**src/design/qpd_map.svh**
```systemverilog
`ifndef QPD_MAP_SVH
`define QPD_MAP_SVH
// register byte offsets, low eight address bits
`define QPD_CTRL_OFS 8'h00
`define QPD_STAT_OFS 8'h04
`define QPD_POS_OFS 8'h08
`define QPD_MAXPOS_OFS 8'h0C
`define QPD_PERIOD_OFS 8'h10
`define QPD_TIMER_OFS 8'h14
`define QPD_COUNT_OFS 8'h18
`define QPD_SPEED_OFS 8'h1C
`define QPD_INTEN_OFS 8'h20
`define QPD_RIS_OFS 8'h24
`define QPD_ISC_OFS 8'h28
// control field positions
`define QPD_CTRL_EN 0
`define QPD_CTRL_BOTH 1
`define QPD_CTRL_IDXRST 2
`define QPD_CTRL_CLKDIR 3
`define QPD_CTRL_SWAP 4
`define QPD_CTRL_VELEN 5
`define QPD_CTRL_PDIV_LO 6
`define QPD_CTRL_PDIV_HI 8
// status field positions
`define QPD_STAT_ERR 0
`define QPD_STAT_REV 1
// reset values and interrupt source width
`define QPD_CTRL_RST 9'h000
`define QPD_MAXPOS_RST 32'hFFFFFFFF
`define QPD_PERIOD_RST 32'h0000C350
`define QPD_IRQ_W 4
`endif

```
**src/design/qpd_pkg.sv**
```systemverilog
package qpd_pkg;
	// control word, bit 0 is the module enable
	typedef struct packed {
		logic [2:0] prediv;
		logic vel_en;
		logic swap;
		logic clk_dir;
		logic idx_reset;
		logic both_edges;
		logic enable;
	} cfg_t;
	// interrupt sources, phase error in bit 0
	typedef struct packed {
		logic index;
		logic timer;
		logic dir;
		logic error;
	} irq_t;
	// latched address phase
	typedef struct packed {
		logic wr;
		logic [7:0] addr;
	} ahb_req_t;
	typedef enum logic [1:0] {
		RD_IDLE = 2'b00,
		RD_CAPT = 2'b01,
		RD_SHOW = 2'b10
	} rd_state_t;
endpackage

```
**src/design/quadrature_position_decoder.sv**
```systemverilog
`timescale 1ns/1ps
`include "qpd_map.svh"
// Function
// RULE1: control bit picks counting first-phase edges only or both phases.
// RULE2: control bit picks index reset of position or free relative counting.
// RULE3: control bit picks quadrature decoding or step clock plus direction.
// RULE4: control bit swaps the two phase inputs ahead of all decoding.
// RULE5: programmable maximum position bounds the position counter.
// RULE6: index reset while moving reverse loads maximum position, not zero.
// RULE7: readable direction bit keeps the last detected direction.
// RULE8: error flag sets when both phases change in one sample; the code flags this in quadrature mode only.
// RULE9: four sticky interrupt sources, each cleared by writing its bit.
// RULE10: per-source enables; only enabled pending sources drive irq.
// RULE11: raw and masked interrupt status both readable.
// RULE12: module enable starts decoding; clearing it stops all decoding.
// RULE13: software configures fully before setting the module enable.
// RULE14: velocity counts predivided pulses over period clocks, saves, clears.
// RULE15: velocity capture runs only while position decoding is enabled.
// RULE16: software position write replaces the count; counting continues from it.
// RULE17: forward past maximum wraps to zero; reverse below zero wraps to maximum.
// RULE18: inputs synchronised before edge detection; one count per decoded edge.
module quadrature_position_decoder (
	input wire logic hclk, // system clock
	input wire logic hresetn, // async reset, active low
	input wire logic hsel, // slave select
	input wire logic [31:0] haddr, // byte address
	input wire logic [1:0] htrans, // transfer type
	input wire logic hwrite, // write not read
	input wire logic [2:0] hsize, // word only
	input wire logic [31:0] hwdata, // write data
	input wire logic hready, // bus ready
	output logic [31:0] hrdata, // read data
	output logic hreadyout, // slave ready
	output logic hresp, // always okay
	input wire logic phase_input_first, // encoder channel one
	input wire logic phase_input_second, // encoder channel two
	input wire logic index_input, // encoder index
	output logic irq // level interrupt
);
	qpd_pkg::cfg_t cfg_q, cfg_d;
	qpd_pkg::irq_t ris_q, ris_d, inten_q, inten_d, ev;
	qpd_pkg::ahb_req_t req_q, req_d;
	qpd_pkg::rd_state_t rd_q, rd_d;
	logic [2:0] syn1_q, syn2_q, smp_q, cur;
	logic [31:0] pos_q, pos_d, max_q, max_d, per_q, per_d, tmr_q, tmr_d;
	logic [31:0] cnt_q, cnt_d, spd_q, spd_d, hrdata_q, hrdata_d, rsel;
	logic [6:0] pdv_q, pdv_d;
	logic rev_q, rev_d, err_q, err_d;
	logic ca, cb, step, fwd, err_ev, idx_rise, accept, pos_wr, vel_run, vpulse;
	logic [3:0] clr;

	// one position step with wrap at both ends
	function automatic logic [31:0] pos_step(input logic [31:0] p, input logic [31:0] mx, input logic up);
		if (up) begin
			pos_step = (p == mx) ? 32'h00000000 : p + 32'h00000001;
		end else begin
			pos_step = (p == 32'h00000000) ? mx : p - 32'h00000001;
		end
	endfunction

	// pins pass two flops; swap applied after the synchroniser
	always_ff @(posedge hclk or negedge hresetn) begin
		if (!hresetn) begin
			syn1_q <= 3'h0;
			syn2_q <= 3'h0;
			smp_q <= 3'h0;
		end else begin
			syn1_q <= {index_input, phase_input_second, phase_input_first}; // [RULE18]
			syn2_q <= syn1_q;
			smp_q <= cur;
		end
	end
	assign cur = cfg_q.swap ? {syn2_q[2], syn2_q[0], syn2_q[1]} : syn2_q; // [RULE4]

	// edge decode; in quadrature mode a simultaneous change of both phases is an error, not a count
	always_comb begin
		ca = cur[0] ^ smp_q[0];
		cb = cur[1] ^ smp_q[1];
		idx_rise = cfg_q.enable & cur[2] & ~smp_q[2];
		if (cfg_q.clk_dir) begin
			err_ev = 1'b0;
			step = cfg_q.enable & cur[0] & ~smp_q[0]; // [RULE3]
			fwd = ~cur[1];
		end else begin
			err_ev = cfg_q.enable & ca & cb; // [RULE8]
			step = cfg_q.enable & ~(ca & cb) & (cfg_q.both_edges ? (ca | cb) : ca); // [RULE1] [RULE12]
			fwd = ca ? (cur[0] ^ cur[1]) : (cur[0] ~^ cur[1]);
		end
	end

	// bus side decode
	assign accept = hsel & htrans[1] & hready;
	assign pos_wr = req_q.wr && (req_q.addr == `QPD_POS_OFS);
	assign vel_run = cfg_q.enable & cfg_q.vel_en; // [RULE15]
	assign vpulse = vel_run & step & (pdv_q == (7'h7F >> (3'd7 - cfg_q.prediv)));

	// position, direction, velocity and interrupt next state
	always_comb begin
		pos_d = pos_q;
		rev_d = rev_q;
		err_d = err_q;
		pdv_d = pdv_q;
		cnt_d = cnt_q;
		spd_d = spd_q;
		tmr_d = tmr_q;
		ev = '0;
		clr = 4'h0;
		// software write wins over index and steps
		if (pos_wr) begin
			pos_d = hwdata; // [RULE16]
		end else if (idx_rise && cfg_q.idx_reset) begin
			pos_d = rev_q ? max_q : 32'h00000000; // [RULE2] [RULE6]
		end else if (step) begin
			pos_d = pos_step(pos_q, max_q, fwd); // [RULE5] [RULE17] [RULE18]
		end
		if (step) begin
			rev_d = ~fwd; // [RULE7]
			ev.dir = rev_q == fwd;
		end
		ev.error = err_ev;
		ev.index = idx_rise;
		// predivider then accumulator; timer counts period clocks
		if (vel_run) begin
			if (step) begin
				pdv_d = vpulse ? 7'h00 : pdv_q + 7'h01;
			end
			if (tmr_q == 32'h00000000) begin
				spd_d = cnt_q + {31'h00000000, vpulse}; // [RULE14]
				cnt_d = 32'h00000000;
				tmr_d = per_q - 32'h00000001;
				ev.timer = 1'b1;
			end else begin
				cnt_d = cnt_q + {31'h00000000, vpulse};
				tmr_d = tmr_q - 32'h00000001;
			end
		end
		if (req_q.wr && (req_q.addr == `QPD_RIS_OFS || req_q.addr == `QPD_ISC_OFS)) begin
			clr = hwdata[3:0];
		end
		// set wins over a same-cycle clear
		ris_d = (ris_q & ~clr) | ev; // [RULE9]
		if (req_q.wr && req_q.addr == `QPD_STAT_OFS && hwdata[`QPD_STAT_ERR]) begin
			err_d = 1'b0;
		end
		if (err_ev) begin
			err_d = 1'b1; // [RULE8]
		end
	end

	// core registers
	always_ff @(posedge hclk or negedge hresetn) begin
		if (!hresetn) begin
			pos_q <= 32'h00000000;
			rev_q <= 1'b0;
			err_q <= 1'b0;
			pdv_q <= 7'h00;
			cnt_q <= 32'h00000000;
			spd_q <= 32'h00000000;
			tmr_q <= `QPD_PERIOD_RST;
			ris_q <= '0;
		end else begin
			pos_q <= pos_d;
			rev_q <= rev_d;
			err_q <= err_d;
			pdv_q <= pdv_d;
			cnt_q <= cnt_d;
			spd_q <= spd_d;
			tmr_q <= tmr_d;
			ris_q <= ris_d;
		end
	end

	// read mux over the latched address
	always_comb begin
		if (req_q.addr == `QPD_CTRL_OFS) begin
			rsel = {23'h000000, cfg_q};
		end else if (req_q.addr == `QPD_STAT_OFS) begin
			rsel = {30'h00000000, rev_q, err_q}; // [RULE7]
		end else if (req_q.addr == `QPD_POS_OFS) begin
			rsel = pos_q;
		end else if (req_q.addr == `QPD_MAXPOS_OFS) begin
			rsel = max_q;
		end else if (req_q.addr == `QPD_PERIOD_OFS) begin
			rsel = per_q;
		end else if (req_q.addr == `QPD_TIMER_OFS) begin
			rsel = tmr_q;
		end else if (req_q.addr == `QPD_COUNT_OFS) begin
			rsel = cnt_q;
		end else if (req_q.addr == `QPD_SPEED_OFS) begin
			rsel = spd_q;
		end else if (req_q.addr == `QPD_INTEN_OFS) begin
			rsel = {28'h0000000, inten_q};
		end else if (req_q.addr == `QPD_RIS_OFS) begin
			rsel = {28'h0000000, ris_q}; // [RULE11]
		end else if (req_q.addr == `QPD_ISC_OFS) begin
			rsel = {28'h0000000, ris_q & inten_q}; // [RULE11]
		end else begin
			rsel = 32'h00000000;
		end
	end

	// bus next state; reads take one wait state so they see the prior write
	always_comb begin
		req_d = req_q;
		rd_d = rd_q;
		hrdata_d = hrdata_q;
		cfg_d = cfg_q;
		max_d = max_q;
		per_d = per_q;
		inten_d = inten_q;
		hreadyout = (rd_q != qpd_pkg::RD_CAPT);
		if (req_q.wr) begin
			if (req_q.addr == `QPD_CTRL_OFS) begin
				cfg_d = qpd_pkg::cfg_t'(hwdata[`QPD_CTRL_PDIV_HI:`QPD_CTRL_EN]); // [RULE12]
			end else if (req_q.addr == `QPD_MAXPOS_OFS) begin
				max_d = hwdata; // [RULE5]
			end else if (req_q.addr == `QPD_PERIOD_OFS) begin
				per_d = hwdata;
			end else if (req_q.addr == `QPD_INTEN_OFS) begin
				inten_d = qpd_pkg::irq_t'(hwdata[3:0]); // [RULE10]
			end
		end
		case (rd_q)
			qpd_pkg::RD_CAPT: begin
				hrdata_d = rsel;
				rd_d = qpd_pkg::RD_SHOW;
			end
			default: begin
				rd_d = qpd_pkg::RD_IDLE;
			end
		endcase
		if (hreadyout) begin
			req_d.wr = accept & hwrite;
			if (accept) begin
				req_d.addr = haddr[7:0];
				rd_d = hwrite ? qpd_pkg::RD_IDLE : qpd_pkg::RD_CAPT;
			end
		end
	end

	// bus registers
	always_ff @(posedge hclk or negedge hresetn) begin
		if (!hresetn) begin
			req_q <= '0;
			rd_q <= qpd_pkg::RD_IDLE;
			hrdata_q <= 32'h00000000;
			cfg_q <= qpd_pkg::cfg_t'(`QPD_CTRL_RST);
			max_q <= `QPD_MAXPOS_RST;
			per_q <= `QPD_PERIOD_RST;
			inten_q <= '0;
		end else begin
			req_q <= req_d;
			rd_q <= rd_d;
			hrdata_q <= hrdata_d;
			cfg_q <= cfg_d;
			max_q <= max_d;
			per_q <= per_d;
			inten_q <= inten_d;
		end
	end

	assign hrdata = hrdata_q;
	assign hresp = 1'b0;
	assign irq = |(ris_q & inten_q); // [RULE10]
endmodule

```
**config.mk**
```make
export PLATFORM = sky130hd
export DESIGN_NAME = quadrature_position_decoder
export DESIGN_NICKNAME = d
export VERILOG_FILES = /design/src/design/qpd_pkg.sv /design/src/design/quadrature_position_decoder.sv
export VERILOG_INCLUDE_DIRS = /design/src /design/src/design
export SDC_FILE = /design/constraint.sdc
export NUM_CORES = 1
export LEC_CHECK = 0
export BUFFER_PORTS_ARGS = -buffer_cell sky130_fd_sc_hd__buf_2
export CAP_MARGIN = 30
export CORE_MARGIN = 4
export CORE_UTILIZATION = 55
export DETAILED_ROUTE_END_ITERATION = 16
export GPL_TIMING_DRIVEN = 1
export PLACE_DENSITY = 0.76
export SLEW_MARGIN = 15
export SYNTH_ARGS = -nofsm -noshare
export SYNTH_HDL_FRONTEND = slang
export SYNTH_SLANG_ARGS = --single-unit
```
**constraint.sdc**
```tcl
create_clock -name hclk -period 3.8 [get_ports hclk]
set_input_delay 0.38 -clock hclk [delete_from_list [all_inputs] [get_ports hclk]]
set_output_delay 0.38 -clock hclk [all_outputs]
set_load 0.005 [all_outputs]
```
==> results.py, run 1 <==
metrics = {
    "drt": {
        "maxUsedRoutingLayer": "met5",
        "dr.pass1.iters": 6,
        "dr_wl_met2_um": 23910,
        "num_vias": 15869,
        "met1_length_um": 22670,
        "vias_per_cell": 6.696,
        "ant_nets": 0,
        "wire_per_inst_um": 22.86,
        "drt_wl_total_um": 54180,
        "drtIter0Drc": 2018,
        "remaining_drc_errors": 0,
        "route.met3.wl_um": 5509,
    },
    "timing": {
        "finalClockSkew_ns": 0.01480,
        "layout_min_cycle_time_ns": 3.632,
        "worst_pin_slew_ns": 0.9398,
        "setup_viol": 0,
        "setup_slack_ns": 0.1677,
        "hold_viol": 0,
        "final_max_slew_viol_count": 0,
        "period_share": 0.9559,
        "fmax_mhz": 275.3,
        "relSlewSlack": 0.3647,
    },
    "synth": {
        "ys_warn_count": 0,
        "avgSynthCellArea_um2": 8.630,
        "synthFlopType": "dfrtp_1",
        "ys_types": 75,
        "yosysTopAreaCell": "dfrtp_1",
        "synth_cells": 1913,
        "syn_area_um2": 16510,
        "synth_most_common_cell": "nand2_1",
        "synth_area_leaders": "dfrtp_1, dfstp_2, mux2_2",
        "synth-edff-count": 0,
        "synth.top_cell.area_share": 0.3426,
        "yosysSeqAreaShare": 0.4126,
        "synth-seq-cells": 270,
        "yosys-top-cells-count": "nand2_1, dfrtp_1, o21ai_0",
        "synth-async-reset-ratio": 1.000,
        "syn-num-nets": 1997,
    },
    "grt": {
        "grt_pass1_wl_um": 84500,
        "grt_overflow": 0,
        "grt_pass1_vias": 14646,
        "antenna_found_initial": 1,
        "track_usage": 0.3176,
        "grt_max_degree": 96,
    },
    "floorplanning": {
        "io_pins": 112,
        "num_rows": 63,
        "dieArea_um2": 32850,
        "die_h_um": 181.3,
        "start_util": 0.5570,
        "core_area_um2": 29640,
        "die_w_um": 181.3,
    },
    "cells_and_area": {
        "multiInputGateArea_um2": 9092,
        "nets": 2040,
        "final.fill_count": 2540,
        "n_antenna_cell": 0,
        "drive_gt1_frac": 0.1949,
        "regArea_um2": 6813,
        "area_growth_pct": 13.22,
    },
    "worst_setup_path": {
        "cp_slowest_stage_delay_ns": 0.60,
        "crit_path_start_kind": "flop",
        "crit_arrival_ns": 4.06,
        "path_class": "flop to flop",
        "worstPathMaxFanout": 8,
        "reg2reg_from": "cfg_q[4]",
        "path_cells": "mux2i_2 -> xor2_1 -> nand4_1 -> nand2_1 -> nand2_1 -> nor2_2 -> buf_4 -> ha_2 -> nand3_2 -> or4_4 -> nor4_4 -> nand2_2 -> nor2_2 -> buf_4 -> xnor2_1 -> o21ai_0",
        "worstPathRequired_ns": 4.23,
        "crit_slowest_cell": "or4_4",
        "endpoint_kind": "flop",
        "ff2ff_setup_slack_ns": 0.17,
        "cp-startpoint": "cfg_q[4]",
        "rr_worst_depth": 16,
        "rr_endpoint": "spd_q[29]",
    },
    "place": {
        "place.gp.congestion": 1.021,
        "port_buffers": 82,
        "pre_cts_ws_ns": 0.05211,
        "hpwlAfterDp_um": 38190,
    },
    "worst_hold_path": {
        "worstHoldEndpoint": "req_q[2]",
        "min_from": "haddr[2]",
        "min_path_type": "primary input to flop",
        "holdPathStages": 3,
    },
    "power": {
        "p_total_mw": 9.748,
        "power.leakage_nw": 7.437,
        "peakVddDrop_mv": 0.3718,
        "powerDensity_nw_per_um2": 521.5,
    },
    "clock_network": {
        "root_buffer": "clkbuf_16",
        "cts_tree": "done",
        "clk_latency_ns": 0.57,
        "cts_buffers": 31,
        "clk_pin_slew_ns": 0.06,
        "clkSinkCount": 270,
        "clockBufferDepth": 3,
        "ctsHtreeMaxLevel": 1,
    },
    "status": {
        "status": "completed",
    },
    "flow_run": {
        "max_cap_violations": 0,
    },
}
==> how the worst max path moves through the flow <==
stage | slack, ns | depth (start not counted) | endpoint
after CTS | 0.04 | 16 | spd_q[29]
after global placement | 0.17 | 16 | spd_q[29]
after global routing | -0.09 | 16 | spd_q[29]
after detailed placement | 0.05 | 16 | spd_q[29]
final | 0.17 | 16 | spd_q[29]
after floorplan | 0.03 | 16 | tmr_q[20]
==> cell type report <==
type	count	share of cell area
clock inverters	15	0.01165
flip-flops and latches	270	0.3645
inverters	24	0.004820
well taps	390	0.02611
multi-input cells	1463	0.4864
repair buffers	166	0.05958
clock buffers	42	0.04692
==> per-stage QoR <==
step	hold slack [ns]	std cells	setup TNS (ns)	utilization	cell area, um2
detailed placement	0.3396	2306	0	0.5902	17490
CTS	0.02662	2368	0	0.6288	18640
global placement	0.3414	2306	0	0.5902	17490
global route	0.06191	2370	-0.2041	0.6307	18690
floorplan	0.08441	1913	0	-	16550
finish	0.03042	2370	0	0.6307	18690
==> routing by layer <==
layer,vias up,global-route usage
met5,-,0
met4,2,0.1048
met3,144,0.04429
met2,954,0.4856
met1,7665,0.4683
li1,7104,-
==> layout by cell type (no fill, tap or decap), types with 8 or more instances in the layout <==
cell type  Yosys  routed
o211ai_1      10      10
dfrtp_1      226     225
buf_4          1      75
and2_1        10      10
xor2_1        70      69
nand2b_1       9       9
nand3_1       50      49
and3_1        29      28
buf_2          9      81
nor2_1       130     128
mux2i_1       10       8
nand4_1       31      31
xnor2_1       43      42
o31ai_1       19      19
o22ai_1       51      51
nor4_1        33      29
a31oi_1       54      54
or2_2          8       8
a221oi_1      15      15
a22o_1        13      13
inv_1         23      23
o32ai_1       10      10
mux2_2        88      88
nand2_1      259     258
o21ai_0      172     171
a22oi_1       43      43
nor3_1        48      48
and4_1         9       9
a211oi_1      17      17
or3_1         10      10
or4_1         10       9
a21oi_1      109     109
dfstp_2       44      44
clkbuf_16      0      31
==> power by group <==
part	switching [mW]	total (mW)	internal, mW
sequential	0.798	4.08	3.28
combinational	1.37	2.44	1.07
clock	1.27	3.22	1.95
total	3.44	9.75	6.31
==> repair_timing <==
| item | 4_1_cts | 5_1_grt |
|---|---|---|
| endpoints found under the hold margin | 88 | 0 |
| setup endpoints to repair | 0 | 30 |
| buffers inserted | 0 | 2 |
| hold buffers | 5 | 0 |
| gates resized for setup | 0 | 11 |
==> worst max-delay path: cells and delay by family (launching register included) <==
kind            cells  cell delay (ns)
flops               1             0.47
fa+ha+maj           1             0.22
mux                 1             0.30
xor+xnor            2             0.35
simple gates        9             1.77
compound gates      1             0.09
buf+inv             2             0.28
==> registers in the layout, summed over array words and instances, names as in the netlist, 7 cells and up <==
name,cells
tmr_q,32
spd_q,32
hrdata,32
req_q,9
per_q,32
cnt_q,32
cfg_q,9
pdv_q,7
max_q,32
pos_q,32
==> logic make-up (layout without fill, tap and decap cells) <==
kind of cell / count (synthesis) / in the layout / share of synthesized area
compound gates: 570 / 570 / 0.2165
other cells: 1 / 1 / 0.0002271
simple gates: 674 / 674 / 0.1961
fa+ha+maj: 7 / 7 / 0.005305
flops: 270 / 270 / 0.4126
xor+xnor: 113 / 113 / 0.05995
mux: 98 / 98 / 0.06609
buf+inv: 180 / 247 / 0.04320
No activity file was read; power rests on OpenSTA's default activity.
==> inputs of run 2 (changes only) <==
HOLD_SLACK_MARGIN = 0.05   (was unset)
==> run 2 against run 1 <==
Sequential cell count stayed put. Die area stayed put. Cell count hardly changed.
==> results.py, run 2 (same netlist as run 1, synthesis figures left out) <==
metrics = {
    "drt": {
        "maxUsedRoutingLayer": "met5",
        "wire_per_inst_um": 22.95,
        "ant_nets": 0,
        "dr.pass1.iters": 6,
        "drtIter0Drc": 1942,
        "met1_length_um": 22860,
        "remaining_drc_errors": 0,
        "route.met3.wl_um": 5445,
        "drt_wl_total_um": 54420,
        "dr_wl_met2_um": 24130,
        "vias_per_cell": 6.690,
        "num_vias": 15861,
    },
    "worst_setup_path": {
        "path_cells": "mux2i_2 -> xor2_1 -> nand4_1 -> nand2_1 -> nand2_1 -> nor2_2 -> buf_4 -> ha_2 -> nand3_2 -> or4_4 -> nor4_4 -> nand2_2 -> nor2_2 -> buf_4 -> xnor2_1 -> o21ai_0",
        "ff2ff_setup_slack_ns": 0.16,
        "crit_arrival_ns": 4.06,
        "rr_endpoint": "spd_q[29]",
        "crit_path_end": "spd_q[29]",
        "crit_path_start_kind": "flop",
        "endpoint_kind": "flop",
        "reg2reg_from": "cfg_q[4]",
        "cp_slowest_stage_delay_ns": 0.60,
        "worstPathRequired_ns": 4.23,
        "cp-startpoint": "cfg_q[4]",
        "rr_worst_depth": 16,
        "crit_slowest_cell": "or4_4",
        "worstPathMaxFanout": 8,
        "path_class": "flop to flop",
    },
    "place": {
        "place.gp.congestion": 1.021,
        "port_buffers": 82,
        "hpwlAfterDp_um": 38190,
        "postPlaceCellArea_um2": 17490,
    },
    "floorplanning": {
        "core_area_um2": 29640,
        "die_h_um": 181.3,
        "io_pins": 112,
        "start_util": 0.5570,
        "dieArea_um2": 32850,
        "die_w_um": 181.3,
        "num_rows": 63,
    },
    "grt": {
        "track_usage": 0.3181,
        "grt_pass1_vias": 14667,
        "grt_pass1_wl_um": 84660,
        "antenna_found_initial": 1,
        "grt_max_degree": 96,
        "grt_overflow": 0,
    },
    "cells_and_area": {
        "final_common_cell": "nand2_1",
        "n_antenna_cell": 0,
        "nets": 2041,
        "layout_common_cells": "nand2_1, dfrtp_1, o21ai_0",
        "drive_gt1_frac": 0.1949,
        "area_growth_pct": 13.28,
        "post-route-util": 0.6310,
        "final_area_um2": 18700,
    },
    "power": {
        "p_total_mw": 9.747,
        "powerDensity_nw_per_um2": 521.2,
        "power.leakage_nw": 7.441,
        "peakVddDrop_mv": 0.3673,
    },
    "clock_network": {
        "cts_tree": "done",
        "ctsHtreeMaxLevel": 1,
        "clk_latency_ns": 0.56,
        "cts_buffers": 31,
        "clockBufferDepth": 3,
        "clkSinkCount": 270,
        "root_buffer": "clkbuf_16",
        "clk_pin_slew_ns": 0.06,
    },
    "timing": {
        "fmax_mhz": 275.1,
        "worst_pin_slew_ns": 0.9786,
        "layout_min_cycle_time_ns": 3.635,
        "relSlewSlack": 0.3384,
        "hold_viol": 0,
        "finalClockSkew_ns": 0.01734,
        "final_max_slew_viol_count": 0,
        "period_share": 0.9566,
        "setup_viol": 0,
    },
    "worst_hold_path": {
        "min_path_type": "primary input to flop",
    },
    "status": {
        "status": "completed",
    },
    "flow_run": {
        "max_cap_violations": 0,
    },
}
[run 2: cell count changes in the layout (fill, tap and decap cells not counted)]
cell | previous run | this run
dlygate4sd3_1 | 5 | 6
[run 2: repair_timing]
| action | in CTS | in global routing |
|---|---|---|
| resized for setup | 0 | 11 |
| buffers inserted | 0 | 2 |
| endpoints found under the setup margin | 0 | 30 |
| hold buffers | 6 | 0 |
| endpoints found under the hold margin | 89 | 0 |
[run 2: critical path: cells and delay by family, from the launching register on]
kind                     cells  cell delay (ns)
AO/OA/AOI/OAI                1             0.09
XOR/XNOR                     2             0.35
adder cells (fa/ha/maj)      1             0.22
buffers and inverters        2             0.28
flip-flops                   1             0.47
multiplexers                 1             0.30
AND/OR/NAND/NOR              9             1.78
[run 2: area by class of cell]
cell class / instances / area, um2
well taps: 390 / 488.0
multi-input cells: 1463 / 9092
clock inverters: 15 / 217.7
flip-flops and latches: 270 / 6813
clock buffers: 42 / 877.1
inverters: 24 / 90.09
repair buffers: 167 / 1124
fillers: 2540 / 10940
[run 2: worst min path at each step]
stage | from | end | slack (ns) | cells past startpoint
finish | haddr[0] | req_q[0] | 0.06 | 2
global route | haddr[7] | req_q[7] | 0.06 | 2
CTS | haddr[0] | req_q[0] | 0.05 | 2
detailed placement | syn1_q[2] | syn2_q[2] | 0.34 | 0
global placement | syn1_q[2] | syn2_q[2] | 0.34 | 0
floorplan | hresetn | cfg_q[0] | 0.08 | 0
[run 2: per-layer routing]
metal,up-vias,track usage
met1,7662,0.4686
li1,7114,-
met4,2,0.1021
met3,143,0.04449
met2,940,0.4883
met5,-,0
[run 2: power breakdown]
part | total, mW | leakage, nW | switching, mW | internal, mW
Sequential | 4.09 | 3.36 | 0.804 | 3.28
Combinational | 2.45 | 3.55 | 1.38 | 1.07
Clock | 3.21 | 0.532 | 1.26 | 1.95
Total | 9.75 | 7.44 | 3.44 | 6.31
[run 2: per-stage QoR]
stage	std cells	hold WS (ns)	worst slack (ns)	setup TNS [ns]
2_1_floorplan	1913	0.08441	0.03186	0
6_report	2371	0.06144	0.1649	0
4_1_cts	2369	0.05258	0.03700	0
3_5_place_dp	2306	0.3396	0.05211	0
5_1_grt	2371	0.06191	-0.08582	-0.2041
3_3_place_gp	2306	0.3414	0.1703	0
